[config.mk]
export PLATFORM = sky130hd
export DESIGN_NAME = ivp_top
export DESIGN_NICKNAME = d
export VERILOG_FILES = /design/src/core/ivp_pkg.sv /design/src/core/ivp_req_if.sv /design/src/core/ivp_prio_enc.sv /design/src/core/ivp_top.sv
export SDC_FILE = /design/constraint.sdc
export NUM_CORES = 1
export LEC_CHECK = 0
export ABC_AREA = 1
export BUFFER_PORTS_ARGS = -buffer_cell sky130_fd_sc_hd__buf_2
export CORE_MARGIN = 2
export CORE_UTILIZATION = 40
export DETAILED_ROUTE_END_ITERATION = 6
export PLACE_DENSITY_LB_ADDON = 0.2
export SYNTH_ARGS = -nofsm -noshare
export SYNTH_HDL_FRONTEND = slang
export SYNTH_SLANG_ARGS = --single-unit
[constraint.sdc]
create_clock -name clk_i -period 3.9 [get_ports clk_i]
set_input_delay 0.78 -clock clk_i [delete_from_list [all_inputs] [get_ports clk_i]]
set_output_delay 0.78 -clock clk_i [all_outputs]
set_load 0.01 [all_outputs]
[src/core/ivp_pkg.sv]
package ivp_pkg;
  // Slot numbers: lower number wins
  localparam int unsigned NUM_SLOTS = 32;
  localparam int unsigned SLOT_W = 5;
  localparam int unsigned VEC_W = 8;
  localparam int unsigned VEC_SCALE = 8;
  localparam logic [4:0] SLOT_RESET = 5'h01;
  localparam logic [4:0] SLOT_STACK = 5'h03;
  localparam logic [4:0] SLOT_TMR_HI = 5'h04;
  localparam logic [4:0] SLOT_EXT3 = 5'h05;
  localparam logic [4:0] SLOT_DAG1 = 5'h0b;
  localparam logic [4:0] SLOT_DAG2 = 5'h0c;
  localparam logic [4:0] SLOT_TMR_LO = 5'h0e;
  localparam logic [4:0] SLOT_ARITH = 5'h0f;
  localparam logic [4:0] SLOT_USER = 5'h18;
  localparam int unsigned NUM_EXT = 4;
  localparam int unsigned NUM_ARITH = 4;
  localparam int unsigned NUM_USER = 8;
  localparam logic [31:0] MASK_RESET_VAL = 32'h0000_0000;
  localparam logic [31:0] NMI_SLOTS = 32'h0000_0002;
endpackage : ivp_pkg

[src/core/ivp_req_if.sv]
`timescale 1ns/100ps
`default_nettype none
interface ivp_req_if;
  logic [31:0] pend;
  logic hit;
  logic [4:0] slot;
  modport src (output pend, input hit, input slot);
  modport enc (input pend, output hit, output slot);
endinterface : ivp_req_if
`default_nettype wire

[src/core/ivp_prio_enc.sv]
`timescale 1ns/100ps
`default_nettype none
module ivp_prio_enc (
  ivp_req_if.enc req
);
  // Lowest set slot wins
  function automatic logic [4:0] ivp_first(input logic [31:0] v);
    logic [4:0] r;
    r = 5'h00;
    for (int i = 31; i >= 0; i--) begin
      if (v[i]) begin
        r = 5'(i);
      end
    end
    return r;
  endfunction : ivp_first

  assign req.hit = |req.pend;
  assign req.slot = ivp_first(req.pend); // [RULE1]
endmodule : ivp_prio_enc
`default_nettype wire

[src/core/ivp_top.sv]
// Overview of operation
// [RULE1] Each source owns a fixed slot, lower slots win, vector is 8x slot.
// [RULE2] Status or loop stack overflow or call stack full raises slot 3.
// [RULE3] Timer zero in high priority mode raises slot 4 (vector 0x20).
// [RULE4] Timer zero in low priority mode raises slot 14 (vector 0x70).
// [RULE5] First address generator buffer 7 wrap raises slot 11 (0x58).
// [RULE6] Second address generator buffer 15 wrap raises slot 12 (0x60).
// [RULE7] Reset is unmaskable at slot 1, external lines 3..0 take slots
// 5..8, arithmetic faults 15..18, software interrupts 24..31.
`timescale 1ns/100ps
`default_nettype none
module ivp_top (
  // Clock and reset
  input wire logic clk_i,
  input wire logic nrst_i,
  // Event sources
  input wire logic soft_reset_i,
  input wire logic stat_stack_ovf_i,
  input wire logic loop_stack_ovf_i,
  input wire logic program_counter_stack_full_i,
  input wire logic timer_expired_out_i,
  input wire logic timer_hi_prio_i,
  input wire logic [3:0] ext_request_lines_i,
  input wire logic [3:0] ext_edge_mode_i,
  input wire logic data_address_generator1_wrap_i,
  input wire logic data_address_generator2_wrap_i,
  input wire logic [3:0] arith_exc_i,
  input wire logic [7:0] user_sw_irq_i,
  // Sequencer side
  input wire logic [31:0] mask_i,
  input wire logic glob_en_i,
  input wire logic ack_i,
  output logic irq_req_o,
  output logic [4:0] slot_o,
  output logic [7:0] vector_o,
  output logic [31:0] latch_o
);
  // ****************************************
  // Source mapping
  // ****************************************
  logic [31:0] latch_ff;
  logic [31:0] nxt_latch;
  logic [3:0] ext_prev_ff;
  logic [31:0] raw_set;
  logic [31:0] eff_mask;
  logic [31:0] ack_clr;
  logic [3:0] ext_evt;
  logic [4:0] sel_slot;
  logic sel_hit;
  logic [4:0] slot_ff;
  logic [7:0] vector_ff;
  logic req_ff;
  ivp_req_if req_bus ();

  function automatic logic [7:0] ivp_vec(input logic [4:0] s);
    return {s, 3'h0}; // [RULE1]
  endfunction : ivp_vec

  // Edge or level per line; edge catches pulses shorter than service
  assign ext_evt = (ext_request_lines_i & ~ext_edge_mode_i) |
                   (ext_request_lines_i & ~ext_prev_ff & ext_edge_mode_i);

  always_comb begin
    raw_set = 32'h0000_0000;
    raw_set[ivp_pkg::SLOT_RESET] = soft_reset_i; // [RULE7]
    raw_set[ivp_pkg::SLOT_STACK] = stat_stack_ovf_i | loop_stack_ovf_i |
                                   program_counter_stack_full_i; // [RULE2]
    raw_set[ivp_pkg::SLOT_TMR_HI] = timer_expired_out_i &
                                    timer_hi_prio_i; // [RULE3]
    raw_set[ivp_pkg::SLOT_TMR_LO] = timer_expired_out_i &
                                    ~timer_hi_prio_i; // [RULE4]
    raw_set[ivp_pkg::SLOT_DAG1] = data_address_generator1_wrap_i; // [RULE5]
    raw_set[ivp_pkg::SLOT_DAG2] = data_address_generator2_wrap_i; // [RULE6]
    for (int i = 0; i < 4; i++) begin
      raw_set[5'(32'(ivp_pkg::SLOT_EXT3) + i)] = ext_evt[3 - i]; // [RULE7]
      raw_set[5'(32'(ivp_pkg::SLOT_ARITH) + i)] = arith_exc_i[i]; // [RULE7]
    end
    for (int j = 0; j < 8; j++) begin
      raw_set[5'(32'(ivp_pkg::SLOT_USER) + j)] = user_sw_irq_i[j]; // [RULE7]
    end
  end

  // ****************************************
  // Latch, mask and selection
  // ****************************************
  // Reset slot ignores mask and global enable
  assign eff_mask = ((mask_i & {32{glob_en_i}}) | ivp_pkg::NMI_SLOTS); // [RULE7]
  assign req_bus.pend = latch_ff & eff_mask;
  assign sel_hit = req_bus.hit;
  assign sel_slot = req_bus.slot;
  // Ack clears the presented slot; a new set that cycle wins
  assign ack_clr = (ack_i && req_ff) ? (32'h0000_0001 << slot_ff) :
                   32'h0000_0000;
  assign nxt_latch = (latch_ff & ~ack_clr) | raw_set;

  ivp_prio_enc u_enc (
    .req(req_bus)
  );

  always_ff @(posedge clk_i or negedge nrst_i) begin
    if (!nrst_i) begin
      latch_ff <= 32'h0000_0000;
      ext_prev_ff <= 4'h0;
      req_ff <= 1'b0;
      slot_ff <= 5'h00;
      vector_ff <= 8'h00;
    end else begin
      latch_ff <= nxt_latch;
      ext_prev_ff <= ext_request_lines_i;
      req_ff <= sel_hit && !(ack_i && req_ff);
      slot_ff <= sel_slot; // [RULE1]
      vector_ff <= ivp_vec(sel_slot); // [RULE1]
    end
  end

  assign irq_req_o = req_ff;
  assign slot_o = slot_ff;
  assign vector_o = vector_ff;
  assign latch_o = latch_ff;
endmodule : ivp_top
`default_nettype wire

==> key figures <==
Timing
  • Setup TNS: 0 ps
  • Slew Viols, Final: 0
  • RSZ-0062 raised after global routing: no
  • Worst-Margin Slew: 933 ps
  • WHS: 494 ps
  • Final Hold Fails: 0
  • Tmin final: 2680 ps
  • Max Fclk: 0.373 GHz
  • Worst Skew: 5.99 ps
  • Slew margin rel.: 37.8%
  • Final period utilization: 68.7%
  • Final Worst Setup Slack: 1220 ps
  • Setup violators final: 0

Global route
  • Grt ovf: 0
  • GRT Total Usage: 20.2%
  • Pin count of the biggest net entering global routing: 43
  • Initial antenna violation count: 0
  • Vias in the first global route: 2064
  • Global-route wire length before repair: 9.59 mm

Worst setup path
  • FF-to-FF End: vector_o[3]
  • Largest fanout on the critical path: 17
  • WS Path Type: in -> reg
  • Startpoint Class: input port
  • Worst Path Required: 4080 ps
  • Max incr delay on CP: 320 ps
  • RR Startpoint: latch_o[30]
  • R2r setup slk: 1780 ps
  • Worst Setup End Kind: register
  • Crit-path slowest cell: buf_4
  • Cell mode on critical path: nand2_1
  • Reg2Reg Depth: 31
  • Critical Path AT: 2860 ps

Layout
  • Share of cells above drive strength 1: 35.1%
  • Fin cells: 445
  • Final net count: 438
  • Commonest non-fill, non-tap cells in the layout: buf_2 (105), nand2_1 (80), dfrtp_1 (42), nor2_1 (24), nand3_1 (19)
  • Commonest non-fill, non-tap cell in the layout: buf_2
  • Final Util: 52.3%
  • Post-route cell area: 2850 µm²
  • # fillers: 552
  • ANT cells: 0
  • P&R area growth vs syn: 27.2%

Logic synthesis
  • Syn Area/Cell: 8.22 µm²
  • Post-Syn Area: 2240 µm²
  • Cells after synthesis: 272
  • Seq/Total Area, Yosys: 47.0%
  • Netlist cell types: 30
  • Yosys warnings: 0
  • Yosys reg bits: 42

Run
  • # Max-Cap Violations: 0

Floorplan
  • Ports: 110
  • Row count: 27
  • Core area: 5440 µm²
  • Horiz. Die Dim: 78.8 µm
  • Initial core utilization: 41.1%
  • Die H: 78.8 µm
  • DIE AREA: 6210 µm²

Clock tree
  • Clk_lat worst skew: 290 ps
  • Root Buffer: clkbuf_8
  • CTS buffer count: 5
  • Post-CTS Setup Bufs: 0
  • CTS tree: done
  • H-tree Lvls: 2
  • Clk pin slew, worst setup/hold paths: 70 ps
  • Clock Sinks: 42
  • Clk buf depth: 2
  • Hold buffer count at cts: 0
  • Post-CTS sizing: 0

Placed design
  • RD Place Congestion: 0.867
  • Setup WS pre-CTS: 921 ps
  • Placed Cells: 439
  • Placed cell area: 2760 µm²
  • IO Port Bufs: 105
  • Detail Placement HPWL: 4.79 mm

Drt
  • DRT Wirelength: 5.88 mm
  • DRC: 0
  • Wire per inst: 13.2 µm
  • Via density: 4.79
  • Pre-antenna DRT Iters: 6
  • Via count: 2133
  • Iteration-0 DRC count of the detailed router: 102
  • ANT nets after route: 0

Min path
  • Hold endpoint: latch_o[8]
  • Hold Crit Start: ext_prev_ff[0]
  • HP Class: reg -> reg
  • WHS Path Cells: 3

Run status
  • Outcome: complete, no violations

Power
  • Pwr dens: 305 nW/µm²
  • Peak supply drop: 0.000189 V
  • Overall power: 0.868 mW
  • Leak: 1.46 nW
==> layout make-up <==
class | count | area (µm²) | share of cell area (%)
multi-input cells | 197 | 1010 | 35.4
flip-flops and latches | 42 | 1050 | 36.9
repair buffers | 106 | 533 | 18.7
well taps | 72 | 90.1 | 3.17
inverters | 22 | 82.6 | 2.90
clock buffers | 6 | 82.6 | 2.90
==> kinds of logic after synthesis <==
kind of cell	after synthesis	share of synthesized area (%)
DFF	42	47.0
other	1	0.168
buffers and inverters	35	8.39
and+or+nand+nor	150	31.3
AOI/OAI and AO/OA	44	13.1
==> worst max-delay path: cells and delay by family <==
family,cells,cell delay (ps)
compound gates,1,50
simple gates,26,1440
buf+inv,2,600
==> cells in the mapped netlist (all sizes together) <==
cell    count  area [µm²]
nor2       25        96.4
nand4       4        25.0
nand3      31         223
nor4        4        25.0
o21bai      4        30.0
nand2      81         307
a22o        4        35.0
buf        11        82.6
conb        1        3.75
inv        22        82.6
dfrtp      42        1050
a21boi     10        75.1
o31ai       1        7.51
a31oi       4        25.0
o21ai      15        75.1
clkbuf      1        3.75
bufbuf      1        18.8
o21a        1        7.51
a21o        4        30.0
a21oi       1        8.76
nor3        5        25.0
==> layer usage <==
metal | vias up | routed length [µm] | share of wire, % | global-route usage [%]
li1 | 1095 | - | - | -
met2 | 64 | 2930 | 50 | 34.2
met1 | 965 | 2520 | 43 | 25.1
met3 | 9 | 312 | 5.3 | 5.23
met4 | 0 | 112 | 1.9 | 7.19
met5 | - | 0 | 0 | 0
==> flip-flops by register name, indices dropped and copies added (netlist names) <==
name and count:
vector_o 5, ext_prev_ff 4, latch_o 32, irq_req_o 1
==> report_power, final <==
group          leakage [nW]  switching [mW]  internal (mW)  total [mW]
clock                0.0431           0.135          0.136       0.271
combinational         0.965          0.0845         0.0571       0.142
sequential            0.455          0.0117          0.444       0.455
==> how the worst max path moves through the flow <==
stage / start / to / cells past startpoint
floorplan: glob_en_i / vector_o[3] / 30
global placement: glob_en_i / vector_o[3] / 29
detailed placement: glob_en_i / vector_o[3] / 29
CTS: glob_en_i / vector_o[3] / 29
global route: glob_en_i / vector_o[3] / 29
finish: glob_en_i / vector_o[3] / 29
(Power assumes the default switching activity.)
